<file path="src/logic/bpc_consts.svh">
// constants of the block protection command controller
// Contract
// - byte-mode entry: AAA/AA, 555/55, AAA/code
// - word-mode entry: 555/AA, 2AA/55, 555/code
// - exit is 90 then 00, don't-care address
// - enter before set operations; exit afterwards
// - register and password reads are plain reads
// - lock register program: A0 then data
// - password portion program: A0, data at address
// - word-mode password read: addresses 00 to 03
// - byte-mode password read: addresses 00 to 07
// - unlock: 25@00, 03@00, portions, 29@00
// - unlock is 11 cycles byte, 7 word
// - nonvolatile set: A0 then 00 protects block
// - clear all: 80 anywhere, then 30 at 00
// - unlock commands at least 6 us apart
`ifndef BPC_CONSTS_SVH
`define BPC_CONSTS_SVH
`define BPC_AW 24
`define BPC_A_AAA 24'haaa
`define BPC_A_555 24'h555
`define BPC_A_2AA 24'h2aa
`define BPC_A_ZERO 24'h000
`define BPC_D_UNL1 8'haa
`define BPC_D_UNL2 8'h55
`define BPC_SET_LOCKREG 8'h40
`define BPC_SET_PWD 8'h60
`define BPC_SET_NVB 8'hc0
`define BPC_SET_LOCKBIT 8'h50
`define BPC_SET_VOLB 8'he0
`define BPC_SET_EXTMEM 8'h88
`define BPC_D_EXIT1 8'h90
`define BPC_D_EXIT2 8'h00
`define BPC_D_PROG 8'ha0
`define BPC_D_UNLK1 8'h25
`define BPC_D_UNLK2 8'h03
`define BPC_D_UNLK_END 8'h29
`define BPC_D_CLR1 8'h80
`define BPC_D_CLR2 8'h30
`define BPC_PORT_X8 4'h8
`define BPC_PORT_X16 4'h4
`define BPC_UNLK_PRE 4'h2
`define BPC_CLK_NS 10
`define BPC_GAP_NS 6000
`define BPC_GAP_CYC ((`BPC_GAP_NS + `BPC_CLK_NS - 1) / `BPC_CLK_NS)
`define BPC_SETUP_CYC 2
`define BPC_PULSE_CYC 8
`define BPC_HOLD_CYC 2
`define BPC_R_CTRL 12'h000
`define BPC_R_CMD 12'h004
`define BPC_R_ADDR 12'h008
`define BPC_R_DATA 12'h00c
`define BPC_R_PWD_LO 12'h010
`define BPC_R_PWD_HI 12'h014
`define BPC_R_STATUS 12'h018
`define BPC_R_RDATA 12'h01c
`define BPC_ST_REFUSED 1
`endif

</file>
<file path="src/logic/bpc_pkg.sv">
// types of the block protection command controller
`include "bpc_consts.svh"
package bpc_pkg;
  typedef enum logic [3:0] {OP_READ, OP_ENTER, OP_EXIT, OP_PROG, OP_CLEAR, OP_UNLOCK} bpc_op_e;
  typedef enum logic [1:0] {F_IDLE, F_ISSUE, F_WAIT} bpc_fsm_e;
  typedef enum logic [1:0] {C_IDLE, C_SETUP, C_PULSE, C_HOLD} bpc_cph_e;
  typedef struct packed {
    logic wr;
    logic last;
    logic [`BPC_AW-1:0] addr;
    logic [15:0] data;
  } bpc_cyc_s;
  typedef struct packed {
    logic ce_n;
    logic oe_n;
    logic we_n;
    logic dq_oe;
    logic [`BPC_AW-1:0] addr;
    logic [15:0] dq;
  } bpc_pins_s;
  localparam bpc_pins_s BPC_PINS_IDLE = '{ce_n: 1'b1, oe_n: 1'b1, we_n: 1'b1, dq_oe: 1'b0, addr: '0, dq: '0};
endpackage

</file>
<file path="src/logic/bpc_cycle.sv">
// one asynchronous flash bus cycle, write or read
`timescale 1ns/1ns
`include "bpc_consts.svh"
module bpc_cycle import bpc_pkg::*; #(
  parameter int unsigned SETUP_CYC = `BPC_SETUP_CYC,
  parameter int unsigned PULSE_CYC = `BPC_PULSE_CYC,
  parameter int unsigned HOLD_CYC = `BPC_HOLD_CYC
) (
  input wire logic clock_in,
  input wire logic rst_n_in,
  input wire logic req_valid_in,
  input wire bpc_cyc_s req_in,
  input wire logic [15:0] flash_dq_in,
  output logic done_out,
  output logic [15:0] rdata_out,
  output bpc_pins_s pins_out
);
  typedef struct packed {
    bpc_cph_e ph;
    logic [7:0] cnt;
    logic wr;
    logic done;
    logic [15:0] rdata;
    logic [15:0] sy1;
    logic [15:0] sy2;
    bpc_pins_s pins;
  } bpc_cst_s;
  localparam bpc_cst_s CST_RST = '{ph: C_IDLE, cnt: 8'h00, wr: 1'b0, done: 1'b0, rdata: 16'h0000,
                                   sy1: 16'h0000, sy2: 16'h0000, pins: BPC_PINS_IDLE};
  bpc_cst_s s_reg;
  bpc_cst_s s_next;

  // read data crosses from the pins through sy1/sy2; the strobe must outlast that latency
  always_comb begin
    s_next = s_reg;
    s_next.done = 1'b0;
    s_next.sy1 = flash_dq_in;
    s_next.sy2 = s_reg.sy1;
    case (s_reg.ph)
      C_IDLE: begin
        if (req_valid_in) begin
          s_next.ph = C_SETUP;
          s_next.cnt = 8'(SETUP_CYC - 1);
          s_next.wr = req_in.wr;
          s_next.pins.ce_n = 1'b0;
          s_next.pins.addr = req_in.addr;
          s_next.pins.dq = req_in.data;
          s_next.pins.dq_oe = req_in.wr;
        end
      end
      C_SETUP: begin
        if (s_reg.cnt == 8'h00) begin
          s_next.ph = C_PULSE;
          s_next.cnt = 8'(PULSE_CYC - 1);
          s_next.pins.we_n = ~s_reg.wr;
          s_next.pins.oe_n = s_reg.wr;
        end else begin
          s_next.cnt = s_reg.cnt - 8'h01;
        end
      end
      C_PULSE: begin
        if (s_reg.cnt == 8'h00) begin
          s_next.ph = C_HOLD;
          s_next.cnt = 8'(HOLD_CYC - 1);
          s_next.pins.we_n = 1'b1;
          s_next.pins.oe_n = 1'b1;
          if (!s_reg.wr) begin
            s_next.rdata = s_reg.sy2;
          end
        end else begin
          s_next.cnt = s_reg.cnt - 8'h01;
        end
      end
      C_HOLD: begin
        if (s_reg.cnt == 8'h00) begin
          s_next.ph = C_IDLE;
          s_next.pins.ce_n = 1'b1;
          s_next.pins.dq_oe = 1'b0;
          s_next.done = 1'b1;
        end else begin
          s_next.cnt = s_reg.cnt - 8'h01;
        end
      end
      default: begin
        s_next = CST_RST;
      end
    endcase
  end

  always_ff @(posedge clock_in or negedge rst_n_in) begin
    if (!rst_n_in) begin
      s_reg <= CST_RST;
    end else begin
      s_reg <= s_next;
    end
  end

  assign done_out = s_reg.done;
  assign rdata_out = s_reg.rdata;
  assign pins_out = s_reg.pins;
endmodule

</file>
<file path="src/logic/bpc_ctrl.sv">
// host controller issuing block protection command sequences to a parallel flash
`timescale 1ns/1ns
`include "bpc_consts.svh"
module bpc_ctrl import bpc_pkg::*; #(
  parameter logic [15:0] GAP_CYC = 16'(`BPC_GAP_CYC)
) (
  input wire logic clock_in,
  input wire logic rst_n_in,
  input wire logic psel_in,
  input wire logic penable_in,
  input wire logic pwrite_in,
  input wire logic [11:0] paddr_in,
  input wire logic [31:0] pwdata_in,
  output logic [31:0] prdata_out,
  output logic pready_out,
  output logic pslverr_out,
  input wire logic [15:0] flash_dq_in,
  output bpc_pins_s flash_pins_out,
  output logic flash_byte_n_out
);
  // ----------------------------------------
  // reset release
  // ----------------------------------------
  logic [1:0] rsync_reg;
  logic rst_n;
  always_ff @(posedge clock_in or negedge rst_n_in) begin
    if (!rst_n_in) begin
      rsync_reg <= 2'h0;
    end else begin
      rsync_reg <= {rsync_reg[0], 1'b1};
    end
  end
  assign rst_n = rsync_reg[1];

  // ----------------------------------------
  // state
  // ----------------------------------------
  typedef struct packed {
    bpc_fsm_e fsm;
    logic byte_mode;
    bpc_op_e op;
    logic [`BPC_AW-1:0] addr;
    logic [15:0] data;
    logic [63:0] pwd;
    logic [3:0] step;
    logic [7:0] set_code;
    logic set_active;
    logic refused;
    logic [15:0] rdata;
    logic [15:0] gap;
    logic start;
    bpc_cyc_s cyc;
    logic [31:0] prdata;
    logic slverr;
  } bpc_st_s;
  bpc_st_s s_reg;
  bpc_st_s s_next;
  logic cyc_done;
  logic [15:0] cyc_rdata;
  logic apb_setup;
  logic cmd_wr;
  logic cmd_ok;
  bpc_op_e cmd_op;
  bpc_cyc_s step_cyc;

  // ----------------------------------------
  // sequence table
  // ----------------------------------------
  function automatic bpc_cyc_s step_f(input bpc_st_s s);
    logic [`BPC_AW-1:0] a1;
    logic [`BPC_AW-1:0] a2;
    logic [3:0] nport;
    logic [3:0] idx;
    bpc_cyc_s c;
    a1 = s.byte_mode ? `BPC_A_AAA : `BPC_A_555;
    a2 = s.byte_mode ? `BPC_A_555 : `BPC_A_2AA;
    nport = s.byte_mode ? `BPC_PORT_X8 : `BPC_PORT_X16;
    idx = s.step - `BPC_UNLK_PRE;
    c.wr = 1'b1;
    c.last = 1'b0;
    c.addr = `BPC_A_ZERO;
    c.data = 16'h0000;
    case (s.op)
      OP_ENTER: begin
        case (s.step)
          4'h0: begin
            c.addr = a1;
            c.data = {8'h00, `BPC_D_UNL1};
          end
          4'h1: begin
            c.addr = a2;
            c.data = {8'h00, `BPC_D_UNL2};
          end
          default: begin
            c.addr = a1;
            c.data = {8'h00, s.data[7:0]};
            c.last = 1'b1;
          end
        endcase
      end
      OP_EXIT: begin
        // the extended memory set leaves through its own four-cycle exit
        if (s.set_code == `BPC_SET_EXTMEM) begin
          case (s.step)
            4'h0: begin
              c.addr = a1;
              c.data = {8'h00, `BPC_D_UNL1};
            end
            4'h1: begin
              c.addr = a2;
              c.data = {8'h00, `BPC_D_UNL2};
            end
            4'h2: begin
              c.addr = `BPC_A_555;
              c.data = {8'h00, `BPC_D_EXIT1};
            end
            default: begin
              c.data = {8'h00, `BPC_D_EXIT2};
              c.last = 1'b1;
            end
          endcase
        end else begin
          c.data = {8'h00, (s.step == 4'h0) ? `BPC_D_EXIT1 : `BPC_D_EXIT2};
          c.last = (s.step != 4'h0);
        end
      end
      OP_PROG: begin
        if (s.set_code == `BPC_SET_EXTMEM) begin
          c.addr = (s.step == 4'h1) ? a2 : a1;
          c.data = {8'h00, (s.step == 4'h0) ? `BPC_D_UNL1 : (s.step == 4'h1) ? `BPC_D_UNL2 : `BPC_D_PROG};
          if (s.step == 4'h3) begin
            c.addr = s.addr;
            c.data = s.data;
            c.last = 1'b1;
          end
        end else if (s.step == 4'h0) begin
          c.data = {8'h00, `BPC_D_PROG};
        end else begin
          c.addr = s.addr;
          c.data = s.data;
          c.last = 1'b1;
        end
      end
      OP_CLEAR: begin
        c.data = {8'h00, (s.step == 4'h0) ? `BPC_D_CLR1 : `BPC_D_CLR2};
        c.last = (s.step != 4'h0);
      end
      OP_UNLOCK: begin
        if (s.step == 4'h0) begin
          c.data = {8'h00, `BPC_D_UNLK1};
        end else if (s.step == 4'h1) begin
          c.data = {8'h00, `BPC_D_UNLK2};
        end else if (idx < nport) begin
          c.addr = `BPC_AW'(idx);
          c.data = s.byte_mode ? {8'h00, s.pwd[{idx[2:0], 3'h0} +: 8]} : s.pwd[{idx[1:0], 4'h0} +: 16];
        end else begin
          c.data = {8'h00, `BPC_D_UNLK_END};
          c.last = 1'b1;
        end
      end
      default: begin
        c.wr = 1'b0;
        c.addr = s.addr;
        c.last = 1'b1;
      end
    endcase
    return c;
  endfunction

  // ----------------------------------------
  // command check and sequencing
  // ----------------------------------------
  assign apb_setup = psel_in & ~penable_in;
  assign cmd_wr = psel_in & penable_in & pwrite_in & (paddr_in == `BPC_R_CMD) & ~s_reg.slverr;
  assign cmd_op = bpc_op_e'(pwdata_in[3:0]);
  assign step_cyc = step_f(s_reg);

  always_comb begin
    case (cmd_op)
      OP_READ: cmd_ok = 1'b1;
      OP_ENTER: cmd_ok = ~s_reg.set_active & (s_reg.data[7:0] inside {`BPC_SET_LOCKREG, `BPC_SET_PWD,
                         `BPC_SET_NVB, `BPC_SET_LOCKBIT, `BPC_SET_VOLB, `BPC_SET_EXTMEM});
      OP_EXIT, OP_PROG: cmd_ok = s_reg.set_active;
      OP_CLEAR: cmd_ok = s_reg.set_active & (s_reg.set_code == `BPC_SET_NVB);
      OP_UNLOCK: cmd_ok = s_reg.set_active & (s_reg.set_code == `BPC_SET_PWD) & (s_reg.gap == 16'h0000);
      default: cmd_ok = 1'b0;
    endcase
  end

  always_comb begin
    s_next = s_reg;
    s_next.start = 1'b0;
    if (s_reg.gap != 16'h0000) begin
      s_next.gap = s_reg.gap - 16'h0001;
    end
    if (apb_setup) begin
      s_next.slverr = 1'b0;
      case (paddr_in)
        `BPC_R_CTRL: s_next.prdata = {31'h0, s_reg.byte_mode};
        `BPC_R_CMD: s_next.prdata = {28'h0, s_reg.op};
        `BPC_R_ADDR: s_next.prdata = {8'h00, s_reg.addr};
        `BPC_R_DATA: s_next.prdata = {16'h0000, s_reg.data};
        `BPC_R_PWD_LO: s_next.prdata = s_reg.pwd[31:0];
        `BPC_R_PWD_HI: s_next.prdata = s_reg.pwd[63:32];
        `BPC_R_STATUS: s_next.prdata = {16'h0000, s_reg.set_code, 5'h00, s_reg.set_active, s_reg.refused,
                                        s_reg.fsm != F_IDLE};
        `BPC_R_RDATA: s_next.prdata = {16'h0000, s_reg.rdata};
        default: begin
          s_next.prdata = 32'h0000_0000;
          s_next.slverr = 1'b1;
        end
      endcase
    end
    // operands stay frozen while a sequence runs
    if (psel_in & penable_in & pwrite_in & ~s_reg.slverr) begin
      case (paddr_in)
        `BPC_R_CTRL: if (s_reg.fsm == F_IDLE) s_next.byte_mode = pwdata_in[0];
        `BPC_R_ADDR: if (s_reg.fsm == F_IDLE) s_next.addr = pwdata_in[`BPC_AW-1:0];
        `BPC_R_DATA: if (s_reg.fsm == F_IDLE) s_next.data = pwdata_in[15:0];
        `BPC_R_PWD_LO: if (s_reg.fsm == F_IDLE) s_next.pwd[31:0] = pwdata_in;
        `BPC_R_PWD_HI: if (s_reg.fsm == F_IDLE) s_next.pwd[63:32] = pwdata_in;
        `BPC_R_STATUS: if (pwdata_in[`BPC_ST_REFUSED]) s_next.refused = 1'b0;
        default: begin
        end
      endcase
    end
    case (s_reg.fsm)
      F_IDLE: begin
        if (cmd_wr) begin
          if (cmd_ok) begin
            s_next.op = cmd_op;
            s_next.step = 4'h0;
            s_next.fsm = F_ISSUE;
          end else begin
            s_next.refused = 1'b1;
          end
        end
      end
      F_ISSUE: begin
        s_next.cyc = step_cyc;
        s_next.start = 1'b1;
        s_next.fsm = F_WAIT;
      end
      F_WAIT: begin
        if (cmd_wr) begin
          s_next.refused = 1'b1;
        end
        if (cyc_done) begin
          if (!s_reg.cyc.wr) begin
            s_next.rdata = cyc_rdata;
          end
          if (s_reg.cyc.last) begin
            s_next.fsm = F_IDLE;
            case (s_reg.op)
              OP_ENTER: begin
                s_next.set_active = 1'b1;
                s_next.set_code = s_reg.data[7:0];
              end
              OP_EXIT: begin
                s_next.set_active = 1'b0;
                s_next.set_code = 8'h00;
              end
              OP_UNLOCK: s_next.gap = GAP_CYC;
              default: begin
              end
            endcase
          end else begin
            s_next.step = s_reg.step + 4'h1;
            s_next.fsm = F_ISSUE;
          end
        end
      end
      default: begin
        s_next.fsm = F_IDLE;
      end
    endcase
  end

  always_ff @(posedge clock_in or negedge rst_n) begin
    if (!rst_n) begin
      s_reg <= '0;
    end else begin
      s_reg <= s_next;
    end
  end

  // ----------------------------------------
  // bus cycle engine and outputs
  // ----------------------------------------
  bpc_cycle bpc_cycle_inst (
    .clock_in(clock_in),
    .rst_n_in(rst_n),
    .req_valid_in(s_reg.start),
    .req_in(s_reg.cyc),
    .flash_dq_in(flash_dq_in),
    .done_out(cyc_done),
    .rdata_out(cyc_rdata),
    .pins_out(flash_pins_out)
  );

  assign prdata_out = s_reg.prdata;
  assign pready_out = 1'b1;
  assign pslverr_out = psel_in & penable_in & s_reg.slverr;
  assign flash_byte_n_out = ~s_reg.byte_mode;
endmodule

</file>
<file path="config.mk">
export PLATFORM = sky130hd
export DESIGN_NAME = bpc_ctrl
export DESIGN_NICKNAME = d
export VERILOG_FILES = /design/src/logic/bpc_pkg.sv /design/src/logic/bpc_cycle.sv /design/src/logic/bpc_ctrl.sv
export VERILOG_INCLUDE_DIRS = /design/src /design/src/logic
export SDC_FILE = /design/constraint.sdc
export NUM_CORES = 1
export LEC_CHECK = 0
export BUFFER_PORTS_ARGS = -buffer_cell sky130_fd_sc_hd__buf_4
export CORE_MARGIN = 4
export CORE_UTILIZATION = 45
export CTS_CLUSTER_SIZE = 30
export DETAILED_ROUTE_END_ITERATION = 7
export HOLD_SLACK_MARGIN = 0.02
export PLACE_DENSITY = 0.74
export SYNTH_ARGS = -nofsm -noshare
export SYNTH_HDL_FRONTEND = slang
export SYNTH_SLANG_ARGS = --single-unit
</file>
<file path="constraint.sdc">
create_clock -name clock_in -period 13.2 [get_ports clock_in]
set_clock_uncertainty 0.05 [all_clocks]
set_input_delay 2.64 -clock clock_in [delete_from_list [all_inputs] [get_ports clock_in]]
set_output_delay 2.64 -clock clock_in [all_outputs]
set_load 0.005 [all_outputs]
</file>
# After elaboration in Yosys (flattened, before gate mapping)
# Index checks and enable logic that the tools add are counted.
[classes]
n_reduce_logical = 36
muxes = 78
div = 0
n_addsub = 4
order_cmp = 1
eq_ne = 43
bitwise = 17
n_shift = 2
multipliers = 0
[ops]
columns = ["cell", "n"]
rows = [
  ["32-bit case mux with 8 select lines", 1],
  ["16-bit 2-to-1 mux", 10],
  ["41-bit 2-to-1 mux", 3],
  ["24-bit case mux with 5 select lines", 1],
  ["16-bit case mux with 5 select lines", 1],
  ["25-bit 2-to-1 mux", 3],
  ["8-bit 2-to-1 mux", 8],
  ["64-bit by 7-bit variable part select with 16-bit output", 1],
  ["64-bit by 7-bit variable part select with 8-bit output", 1],
  ["28-bit case mux with 2 select lines", 1],
  ["12-bit by 5-bit equality test with 1-bit output, second input constant", 4],
  ["43-bit 2-to-1 mux", 1],
  ["8-bit equality test, second input constant", 5],
  ["10-bit case mux with 4 select lines", 1],
  ["12-bit case mux with 3 select lines", 1],
  ["3-bit AND reduction", 11],
  ["8-bit by 7-bit equality test with 1-bit output, second input constant", 4],
  ["12-bit by 4-bit equality test with 1-bit output, second input constant", 2],
  ["4-bit by 2-bit equality test with 1-bit output, second input constant", 6],
  ["12-bit 2-to-1 mux", 2],
  ["24-bit 2-to-1 mux", 1],
  ["8-bit case mux with 3 select lines", 1],
  ["11-bit 2-to-1 mux", 2],
  ["4-bit 2-to-1 mux", 5],
  ["other kinds (40)", 105],
]
[totals]
mem_bits_rw = 0
inputBits = 65
reg_bits = 339
wordCells = 215
memories = 0
rom_bits = 0
output_inout_bits = 79
latch_bits = 0

# Depth between registers and ports, before layout
# Gate-level depths: netlist of run 1.
[depth]
word_depth = 8
mapped_depth = 11
ltp_nobuf = 9

# By module
# A second synthesis of run 1 with hierarchy kept.
[hier_totals]
hier_cells = 1407
hier_area_um2 = 16778.6
[modules_own_cells]
columns = ["module", "area_each_um2", "cells_per_inst", "instances", "seq_area_each_um2"]
rows = [
  ["bpc_ctrl", 12498.2, 1103, 1, 5880.6],
  ["bpc_cycle", 4280.4, 304, 1, 2606.2],
]

# Least setup slack after synthesis of run 1
# Ideal clock, no wire load.
[synth_timing]
path_kind = "input-to-output"
start = "input penable_in"
end = "output pslverr_out"
path_stages = 1
arrival_ps = 2792
path_slack_ps = 7718
path_cell_list = "and3_1"
[synth_via]
elab_chain_cells = 2
[synth_lines]
columns = ["item", "line", "source"]
rows = [
  ["from (decl)", "bpc_ctrl.sv:10", "input wire logic penable_in,"],
  ["1-bit AND (2 in series)", "bpc_ctrl.sv:303", "assign pslverr_out = psel_in & penable_in & s_reg.slverr;"],
  ["to (decl)", "bpc_ctrl.sv:16", "output logic pslverr_out,"],
]
# Every way passes these cells.

# Worst setup path in the final report of run 1
# Same ends and word-level chain as after synthesis.

==> results of run 1 <==
[cells in the final DEF, fill, tap and decap left out, types with 5 or more instances in the layout]
master,netlist,routed
dfrtp_1,336,334
and2_1,6,6
nor4b_1,5,5
a21o_1,8,8
a22oi_1,5,5
a222oi_1,10,10
inv_1,19,19
nor4_1,14,13
nand4b_1,5,5
o22ai_1,6,6
a21oi_1,42,42
xor2_1,15,15
and3_1,6,6
nor3_1,24,23
buf_4,81,162
nand2b_1,10,10
nand2_1,60,59
mux2_2,186,186
o21a_1,5,5
nand4_1,12,12
nor3b_1,7,7
ha_1,18,18
a211oi_1,10,10
mux2_4,10,10
mux4_2,30,30
or3b_2,5,5
a31oi_1,18,18
o21ai_0,50,50
clkbuf_8,0,5
mux2i_1,18,18
clkbuf_1,51,13
a311oi_1,5,5
a22o_1,23,23
nor2_1,97,97
clkbuf_16,0,39
o31ai_1,5,5
a221oi_1,25,25
nor2b_1,12,11
or2_2,8,8
nand3_1,18,18
[how the worst min path moves through the flow]
stage,cells after the start,start,slack [ns],to
global route,0,bpc_cycle_inst.s_next[44]$_DFF_PN0_,0.31,bpc_cycle_inst.s_reg[44]$_DFF_PN0_
finish,0,bpc_cycle_inst.s_next[45]$_DFF_PN0_,0.30,bpc_cycle_inst.s_reg[45]$_DFF_PN0_
detailed placement,0,bpc_cycle_inst.s_next[59]$_DFF_PN0_,0.29,bpc_cycle_inst.s_reg[59]$_DFF_PN0_
CTS,0,bpc_cycle_inst.s_next[45]$_DFF_PN0_,0.30,bpc_cycle_inst.s_reg[45]$_DFF_PN0_
global placement,0,bpc_cycle_inst.s_next[46]$_DFF_PN0_,0.28,bpc_cycle_inst.s_reg[46]$_DFF_PN0_
floorplan,0,bpc_cycle_inst.s_next[44]$_DFF_PN0_,0.28,bpc_cycle_inst.s_reg[44]$_DFF_PN0_
[power groups by stage]
| stage | Combinational (mW) | Clock [mW] | Sequential (mW) |
|---|---|---|---|
| 5_1_grt | 0.297 | 1.14 | 1.13 |
| 3_5_place_dp | 0.267 | 0 | 1.14 |
| 6_report | 0.267 | 1.08 | 1.13 |
| 2_1_floorplan | 0.186 | 0 | 1.14 |
| 4_1_cts | 0.269 | 1.10 | 1.13 |
| 3_3_place_gp | 0.257 | 0 | 1.14 |
[cells by family after synthesis]
| group | share of synthesized area, % |
|---|---|
| flip-flops | 51.1 |
| AND/OR/NAND/NOR | 10.6 |
| AO/OA/AOI/OAI | 10.9 |
| multiplexers | 18.8 |
| buffers and inverters | 6.31 |
| adder cells (fa/ha/maj) | 1.36 |
| XOR/XNOR | 0.950 |
| other | 0.0226 |
[cell type report]
class	count	share of cell area, %
Clock buffer	57	5.84
Inverter	20	0.401
Sequential cell	339	45.4
Tap cell	468	3.13
Timing Repair Buffer	162	6.50
Multi-Input combinational cell	861	37.9
Clock inverter	10	0.869
[routing by layer]
layer	global-route usage (%)	vias up	wire [µm]
met5	0	-	0
met4	7.62	0	1540
met3	5.25	97	3870
met2	35.2	534	21000
met1	33.6	6015	19900
li1	-	5139	-
[per-stage QoR]
step,total power [mW],utilization (%),cells
after floorplan,1.33,-,1379
after global placement,1.40,47.8,1850
after detailed placement,1.41,47.8,1850
after CTS,2.49,51.2,1917
after global routing,2.57,51.2,1917
final,2.47,51.2,1917
[synth_stat cells (all sizes together) (5+ instances only)]
master | instances | area (µm²)
a211oi | 10 | 75.1
a21o | 8 | 60.1
a21oi | 42 | 210
a221oi | 25 | 219
a222oi | 10 | 100
a22o | 23 | 201
a22oi | 5 | 37.5
a311oi | 5 | 43.8
a31oi | 18 | 113
and2 | 7 | 46.3
and3 | 6 | 37.5
buf | 108 | 781
clkbuf | 51 | 191
dfrtp | 336 | 8410
ha | 18 | 225
inv | 20 | 75.1
mux2 | 198 | 2270
mux2i | 18 | 180
mux4 | 30 | 676
nand2 | 60 | 225
nand2b | 10 | 62.6
nand3 | 19 | 100
nand4 | 12 | 75.1
nand4b | 5 | 43.8
nor2 | 98 | 384
nor2b | 12 | 75.1
nor3 | 28 | 166
nor3b | 8 | 71.3
nor4 | 16 | 121
nor4b | 5 | 43.8
o21a | 5 | 37.5
o21ai | 50 | 250
o22ai | 6 | 37.5
o31ai | 5 | 37.5
or2 | 8 | 50.1
or3b | 5 | 43.8
or4 | 5 | 41.3
xor2 | 15 | 131
==> flow_metrics.py, run 1 <==
metrics = {
    "run_status": {
        "outcome": "finished, final reports clean",
    },
    "cells_and_area": {
        "fin_nets": 1505,
        "ff_latch_area_mm2": 0.00849,
        "syn2layout_area_growth_pct": 12.7,
        "fin_area_mm2": 0.0187,
        "largest_register_ffs": 201,
        "fill_cells": 3140,
        "multi_input_area_mm2": 0.00708,
        "n_antenna_cell": 0,
        "drive_gt1_share_pct": 33.1,
    },
    "sta": {
        "rsz0062_at_grt": "no",
        "holdWs_ns": 0.296,
        "worst_slew_pin_slew_ns": 1.31,
        "maxSlewViolCount": 0,
        "finalSetupViolations": 0,
        "maxSlewHeadroom_pct": 12.6,
        "finalCriticalPeriod_ns": 5.73,
        "fin_ws_ns": 7.47,
        "finalHoldViolations": 0,
        "fin_crit_sh_pct": 43.4,
        "max_freq_mhz": 174,
        "fin_setup_tns_ns": 0,
    },
    "placement": {
        "dpl-instance-area_mm2": 0.0175,
        "portBuffers": 142,
        "place.gp.congestion": 0.918,
        "place.detailed.hpwl_um": 33100,
        "place_ws_ns": 7.43,
    },
    "worst_setup_path": {
        "worstSetupStartpointType": "primary input",
        "reg2reg_slack_ns": 9.17,
        "worstPathRequired_ns": 10.51,
        "criticalPathCategory": "primary input to output port",
        "crit_slowest_cell": "and3_1",
        "endpoint_kind": "output port",
        "crit_top_cell": "buf_4",
        "cp.arrival_ns": 3.04,
        "rr_worst_depth": 8,
        "crit_path_max_fanout": 4,
        "crit_end": "pslverr_out",
        "rr_startpoint": "s_reg[119]$_DFFE_PN0P_",
        "worstSetupStartpoint": "penable_in",
        "crit-reg2reg-capture": "s_reg[44]$_DFFE_PN0P_",
        "path_depth": 3,
        "max_stage_delay_ns": 0.15,
        "crit_buf_inv": 2,
        "cp_top_family": "buffers and inverters",
        "path_cells": "buf_4 > and3_1 > buf_4",
    },
    "die": {
        "ios": 144,
        "rows": 70,
        "core_mm2": 0.0365,
        "fp.dieW_um": 200,
        "die-area_mm2": 0.0400,
        "start_util_pct": 45.4,
        "die_h_um": 200,
    },
    "routing": {
        "vias": 11785,
        "drtIter0Drc": 1089,
        "wl_um": 46300,
        "wl_per_cell_um": 24.2,
        "first_pass_iters": 8,
        "via_per_inst": 6.15,
        "post-route-drc-count": 0,
        "ant_nets": 0,
    },
    "cts": {
        "cts_buffers": 38,
        "ctsLongestPathBuffers": 3,
        "path_clk_slew_ns": 0.05,
        "ctsResizeCount": 0,
        "ctsHoldBuffers": 0,
        "numClockSinks": 339,
        "cts_tree": "built",
        "h-tree-depth": 2,
        "clk_latency_ns": 0.54,
        "postCtsSetupBuffers": 0,
        "cts_root_buf": "clkbuf_16",
    },
    "global_route": {
        "grt_pass1_wl_um": 71400,
        "grt_max_degree": 80,
        "grt_pass1_vias": 11630,
        "antenna_found_initial": 1,
        "gr-total-overflow": 0,
        "grt_util_all_layers_pct": 23.3,
    },
    "power_and_ir_drop": {
        "seqPwrFrac_pct": 45.5,
        "p_comb_share_pct": 10.8,
        "irDropWorstVdd_v": 0.000149,
        "p_leak_nw": 8.68,
        "power.internal_mw": 1.86,
        "p_sw_share_pct": 24.8,
        "power.density_mw_per_mm2": 132,
        "p_switching_mw": 0.612,
        "clockPowerShare_pct": 43.7,
    },
    "synthesis": {
        "ys_seq_area_share_pct": 51.1,
        "synth-edff-count": 0,
        "synthCells": 1378,
        "ys_async_sr_fraction_pct": 100,
        "yosysWarnings": 0,
        "ys_ff_latch": 339,
        "post_synth.cell_area_avg_um2": 12.0,
        "synth_cell_types": 87,
        "synth_area_mm2": 0.0166,
        "ys.flop_type": "dfrtp_1",
    },
    "flow_run": {
        "cap_violations": 0,
    },
    "worst_hold_path": {
        "hp-class": "flop to flop",
    },
}
Power figures use the tool's default switching activity.
==> run 2, diff against run 1 <==
PLACE_DENSITY = 0.76   (was 0.74)
clock period = 5.2 ns   (was 13.2 ns; I/O delays follow)
==> run 2 against run 1 <==
Against the previous run: die area unchanged; via count shrank 0.23%; first-iteration DRC count increased by 6.7%; non-clock buffer count down 3; critical path depth up 5; routed wire length decreased by 0.97%; utilization barely moved; global-route usage down 0.22 points; register-to-register slack worse by 7.4 ns; clock-buffer cell count fell by 6; worst setup slack got worse by 5.7 ns.
==> flow_metrics.py, run 2 (same netlist as run 1, synthesis figures left out) <==
metrics = {
    "die": {
        "fp.dieW_um": 200,
        "start_util_pct": 45.4,
        "die_h_um": 200,
        "core_mm2": 0.0365,
        "ios": 144,
        "rows": 70,
        "die-area_mm2": 0.0400,
    },
    "global_route": {
        "grt_pass1_vias": 11560,
        "grt_util_all_layers_pct": 23.1,
        "grt_pass1_wl_um": 70800,
        "gr-total-overflow": 0,
        "grt_max_degree": 199,
        "antenna_found_initial": 1,
    },
    "sta": {
        "max_freq_mhz": 294,
        "fin_crit_sh_pct": 65.4,
        "fin_setup_tns_ns": 0,
        "worst_slew_pin_slew_ns": 1.10,
        "rsz0062_at_grt": "no",
        "finalSetupViolations": 0,
        "maxSlewHeadroom_pct": 26.3,
        "finalCriticalPeriod_ns": 3.40,
        "finalHoldViolations": 0,
        "maxSlewViolCount": 0,
        "fin_ws_ns": 1.80,
    },
    "placement": {
        "portBuffers": 142,
        "place.gp.congestion": 0.954,
        "place_ws_ns": 1.36,
        "placed_cells": 1847,
        "place.detailed.hpwl_um": 32800,
        "dpl-instance-area_mm2": 0.0175,
    },
    "cts": {
        "h-tree-depth": 2,
        "cts_tree": "built",
        "ctsHoldBuffers": 0,
        "numClockSinks": 339,
        "cts_buffers": 38,
        "ctsLongestPathBuffers": 3,
        "ctsResizeCount": 0,
        "clk_latency_ns": 0.57,
        "cts_root_buf": "clkbuf_16",
        "path_clk_slew_ns": 0.06,
        "postCtsSetupBuffers": 0,
    },
    "worst_setup_path": {
        "endpoint_kind": "flop",
        "reg2reg_slack_ns": 1.80,
        "cp.arrival_ns": 3.84,
        "crit-reg2reg-capture": "s_reg[70]$_DFFE_PN0P_",
        "max_stage_delay_ns": 0.59,
        "worstSetupStartpointType": "flop",
        "crit_path_max_fanout": 41,
        "worstPathRequired_ns": 5.64,
        "rr_worst_depth": 8,
        "crit_slowest_cell": "nor3b_1",
        "path_cells": "buf_4 > ha_1 > nor3b_1 > nor3_2 > nor3_1 > buf_4 > o21a_1 > a22o_1",
        "criticalPathCategory": "flop to flop",
        "rr_startpoint": "s_reg[118]$_DFFE_PN0P_",
        "crit_top_cell": "buf_4",
    },
    "routing": {
        "first_pass_iters": 6,
        "via_per_inst": 6.13,
        "wl_per_cell_um": 23.9,
        "vias": 11758,
        "ant_nets": 0,
        "post-route-drc-count": 0,
        "wl_um": 45900,
        "drtIter0Drc": 1162,
    },
    "cells_and_area": {
        "drive_gt1_share_pct": 33.3,
        "stdcell_count": 1917,
        "syn2layout_area_growth_pct": 12.7,
        "final_cell_mix": "dfrtp_1 (334), mux2_2 (186), buf_4 (157), nor2_1 (97), nand2_1 (59)",
        "largest_register_ffs": 201,
        "layout_commonest_cell": "dfrtp_1",
        "fin_nets": 1502,
        "fin_area_mm2": 0.0187,
    },
    "power_and_ir_drop": {
        "power.density_mw_per_mm2": 332,
        "irDropWorstVdd_v": 0.000278,
        "p_leak_nw": 8.68,
    },
    "flow_run": {
        "cap_violations": 0,
    },
    "worst_hold_path": {
        "hp-class": "primary input to asynchronous set/reset pin",
    },
    "run_status": {
        "outcome": "finished, final reports clean",
    },
}
run 2: critical path, delay by kind of cell, from the launching register on:
kind | cells | cell delay [ns]
and+or+nand+nor | 3 | 1.11
buffers and inverters | 2 | 0.77
AOI/OAI and AO/OA | 2 | 0.66
adders and majority gates | 1 | 0.38
DFF | 1 | 0.35
run 2: power breakdown:
group	leakage [nW]	internal [mW]	switching, mW	total [mW]
sequential	4.48	2.77	0.0836	2.85
clock	0.619	1.57	1.10	2.67
combinational	3.58	0.295	0.388	0.683
run 2: worst max-delay path by stage:
stage | start | cells after the start | endpoint
after global placement | paddr_in[9] | 6 | prdata_out[20]$_DFFE_PN0P_
after global routing | s_reg[119]$_DFFE_PN0P_ | 8 | s_reg[43]$_DFFE_PN0P_
after floorplan | rsync_reg[1]$_DFF_PN0_ | 0 | bpc_cycle_inst.done_out$_DFF_PN0_
final | s_reg[118]$_DFFE_PN0P_ | 8 | s_reg[70]$_DFFE_PN0P_
after CTS | s_reg[118]$_DFFE_PN0P_ | 8 | s_reg[70]$_DFFE_PN0P_
after detailed placement | paddr_in[9] | 6 | prdata_out[17]$_DFFE_PN0P_
run 2: area by class of cell:
cell class / instances / area, µm²
Fill cell: 3109 / 17800
Sequential cell: 339 / 8490
Multi-Input combinational cell: 861 / 7080
Timing Repair Buffer: 159 / 1220
Clock buffer: 51 / 1080
Tap cell: 468 / 586
Clock inverter: 16 / 165
Inverter: 20 / 75.1
Antenna cell: 3 / 7.51
run 2: metal layers:
layer / part of all wire [%] / global-route usage, % / wire length, µm
met3: 8.5 / 4.67 / 3900
met4: 3.9 / 9.64 / 1770
met2: 45 / 34.8 / 20800
met5: 0 / 0 / 0
met1: 42 / 32.8 / 19400
run 2: metrics by stage:
step | total power [mW] | hold WS, ns | util (%)
floorplan | 3.38 | 0.281 | -
global placement | 3.54 | 0.277 | 47.8
global route | 6.48 | 0.195 | 51.2
detailed placement | 3.58 | 0.279 | 47.8
finish | 6.21 | 0.208 | 51.2
CTS | 6.27 | 0.188 | 51.2
==> run 3, diff against run 2 <==
ABC_AREA = 1   (was not set)
clock period = 2.85 ns   (was 5.2 ns; I/O delays follow)
==> run 3 against run 2 <==
Against the previous run: synthesized cell count is 50% higher; die area is 3.6% higher; critical path depth is 4 higher; global-route usage is 1.1 points higher; sequential share of layout area is 1.8 points lower; critical path type unchanged; largest cell class unchanged.
==> flow_metrics.py, run 3 <==
metrics = {
    "die": {
        "die-area_mm2": 0.0415,
        "fp.dieW_um": 204,
        "rows": 71,
        "die_h_um": 204,
        "ios": 144,
        "start_util_pct": 45.6,
        "core_mm2": 0.0378,
    },
    "cts": {
        "cts_buffers": 38,
        "path_clk_slew_ns": 0.06,
        "h-tree-depth": 2,
        "ctsLongestPathBuffers": 3,
        "cts_root_buf": "clkbuf_16",
        "numClockSinks": 339,
        "clk_latency_ns": 0.54,
        "cts_tree": "built",
    },
    "power_and_ir_drop": {
        "p_switching_mw": 2.24,
        "seqPwrFrac_pct": 47.8,
        "total_power_mw": 10.2,
        "clockPowerShare_pct": 49.5,
        "p_comb_share_pct": 2.7,
        "p_leak_nw": 9.72,
        "irDropWorstVdd_v": 0.000403,
        "p_sw_share_pct": 22.1,
        "power.density_mw_per_mm2": 521,
        "power.internal_mw": 7.92,
    },
    "synthesis": {
        "ys.flop_type": "dfrtp_1",
        "synth_top_cell_area_share_pct": 48.8,
        "synth.area.top_cells": "dfrtp_1 (49%), nand2_1 (11%), o21ai_0 (5.0%)",
        "synth_commonest_cells": "nand2_1 (513), dfrtp_1 (336), inv_1 (224), o21ai_0 (171), nor2_1 (125)",
        "yosysTopAreaCell": "dfrtp_1",
        "ys_ff_latch": 339,
        "synth_area_mm2": 0.0172,
        "post_synth.cell_area_avg_um2": 8.34,
        "synth-edff-count": 0,
        "synth_cell_types": 56,
        "ys_seq_area_share_pct": 49.3,
        "synthCells": 2067,
        "yosysWarnings": 0,
        "ys_async_sr_fraction_pct": 100,
        "synth_most_common_cell": "nand2_1",
    },
    "routing": {
        "ant_nets": 0,
        "wl_per_cell_um": 19.2,
        "wl_um": 51000,
        "drtIter0Drc": 1197,
        "first_pass_iters": 7,
        "via_per_inst": 5.40,
        "post-route-drc-count": 0,
        "vias": 14361,
    },
    "worst_hold_path": {
        "hp-start": "flash_dq_in[0]",
        "hp-class": "primary input to flop",
        "hold_depth": 1,
        "hold_path_end": "bpc_cycle_inst.s_next[44]$_DFF_PN0_",
    },
    "placement": {
        "place.detailed.hpwl_um": 37300,
        "portBuffers": 142,
        "place_ws_ns": 0.201,
        "place.gp.congestion": 0.946,
    },
    "worst_setup_path": {
        "crit_top_cell": "nand2_1",
        "rr_startpoint": "s_reg[120]$_DFFE_PN0P_",
        "crit-reg2reg-capture": "s_reg[44]$_DFFE_PN0P_",
        "path_cells": "inv_1 > ha_1 > nand2_1 > a21oi_2 > nand2_1 > inv_1 > nand2_2 > clkinv_4 > nand2_2 > o22ai_1 > nand2_1 > o21ai_0",
        "worstPathRequired_ns": 3.25,
        "criticalPathCategory": "flop to flop",
        "cp.arrival_ns": 2.75,
        "reg2reg_slack_ns": 0.50,
        "endpoint_kind": "flop",
        "crit_path_max_fanout": 11,
        "max_stage_delay_ns": 0.60,
        "rr_worst_depth": 12,
        "crit_slowest_cell": "ha_1",
        "worstSetupStartpointType": "flop",
    },
    "global_route": {
        "grt_pass1_vias": 13912,
        "antenna_found_initial": 0,
        "gr-total-overflow": 0,
        "grt_pass1_wl_um": 79300,
        "grt_util_all_layers_pct": 24.2,
        "grt_max_degree": 106,
    },
    "sta": {
        "finalHoldViolations": 0,
        "finalSetupViolations": 0,
        "worst_slew_pin_slew_ns": 0.693,
        "rsz0062_at_grt": "no",
        "maxSlewViolCount": 0,
        "fin_ws_ns": 0.497,
        "max_freq_mhz": 425,
        "finalCriticalPeriod_ns": 2.35,
        "fin_crit_sh_pct": 82.6,
        "maxSlewHeadroom_pct": 53.8,
    },
    "cells_and_area": {
        "fill_cells": 3575,
        "fin_nets": 2204,
        "drive_gt1_share_pct": 16.4,
        "n_antenna_cell": 0,
        "layout_commonest_cell": "nand2_1",
        "largest_register_ffs": 201,
        "final_cell_mix": "nand2_1 (512), dfrtp_1 (335), inv_1 (224), buf_4 (173), o21ai_0 (171)",
        "multi_input_area_mm2": 0.00678,
        "ff_latch_area_mm2": 0.00849,
        "fin_util_pct": 51.6,
        "syn2layout_area_growth_pct": 13.1,
    },
    "run_status": {
        "outcome": "finished, final reports clean",
    },
    "flow_run": {
        "cap_violations": 0,
    },
}
-- run 3: changes by cell type after synthesis, sizes merged, moves of 24 or more --
cell,change
inv,+221
nand3,+112
o22ai,+48
mux2,-165
nor2,+47
o211ai,+26
buf,+24
nand2,+471
mux4,-30
o21ai,+204
a221oi,-25
-- run 3: how the worst max path moves through the flow --
stage / startpoint / to / slack [ns]
floorplan: rsync_reg[1]$_DFF_PN0_ / bpc_cycle_inst.done_out$_DFF_PN0_ / -0.55
global placement: paddr_in[11] / prdata_out[8]$_DFFE_PN0P_ / 0.22
detailed placement: paddr_in[11] / prdata_out[8]$_DFFE_PN0P_ / 0.20
CTS: s_reg[120]$_DFFE_PN0P_ / s_reg[44]$_DFFE_PN0P_ / 0.51
global route: s_reg[120]$_DFFE_PN0P_ / s_reg[44]$_DFFE_PN0P_ / 0.27
finish: s_reg[120]$_DFFE_PN0P_ / s_reg[44]$_DFFE_PN0P_ / 0.50
-- run 3: cell families after synthesis --
| group | after synthesis | synth area share (%) |
|---|---|---|
| muxes | 33 | 2.16 |
| other | 1 | 0.0218 |
| and+or+nand+nor | 850 | 22.0 |
| buffers and inverters | 409 | 11.5 |
| AOI/OAI and AO/OA | 401 | 12.9 |
| adders and majority gates | 18 | 1.31 |
| DFF | 339 | 49.3 |
| xor gates and xnor gates | 16 | 0.813 |
-- run 3: worst max-delay path, delay by kind of cell, from the launching register on --
kind                     cells  cell delay (ns)
flip-flops                   1             0.46
buffers and inverters        3             0.31
AO/OA/AOI/OAI                3             0.40
adder cells (fa/ha/maj)      1             0.60
AND/OR/NAND/NOR              5             0.43
-- run 3: area by class of cell --
class	instances	share of cell area, %
clock buffers	51	5.44
multi-input cells	1320	34.8
inverters	245	4.80
flip-flops and latches	339	43.6
well taps	511	3.28
repair buffers	177	7.02
clock inverters	17	1.11
-- run 3: stage by stage --
step | cells | instance area [µm²] | hold slack [ns] | setup TNS (ns)
final | 2660 | 19500 | 0.0860 | 0
after global routing | 2660 | 19500 | 0.0706 | 0
after CTS | 2660 | 19500 | 0.0679 | 0
after detailed placement | 2591 | 18200 | 0.258 | 0
after global placement | 2591 | 18200 | 0.258 | 0
after floorplan | 2068 | 17200 | 0.224 | -184.45
-- run 3: power by group through the flow --
stage	clock, mW	combinational, mW	sequential, mW
finish	5.02	0.277	4.86
global route	5.31	0.309	4.86
CTS	5.11	0.284	4.86
detailed placement	0	0.282	4.95
global placement	0	0.279	4.95
floorplan	0	0.0716	5.00
-- run 3: repair_timing --
item | in CTS | in global routing
hold buffers | 1 | 0
resized for setup | 0 | 0
hold endpoints to repair | 2 | 0
setup buffers | 0 | 0
-- run 3: routing by layer --
layer	global-route usage (%)	routed length, µm	vias to the layer above
li1	-	-	6739
met1	34.6	22600	6966
met2	36.8	22900	556
met3	5.85	4180	100
met4	7.32	1420	0
met5	0	0	-
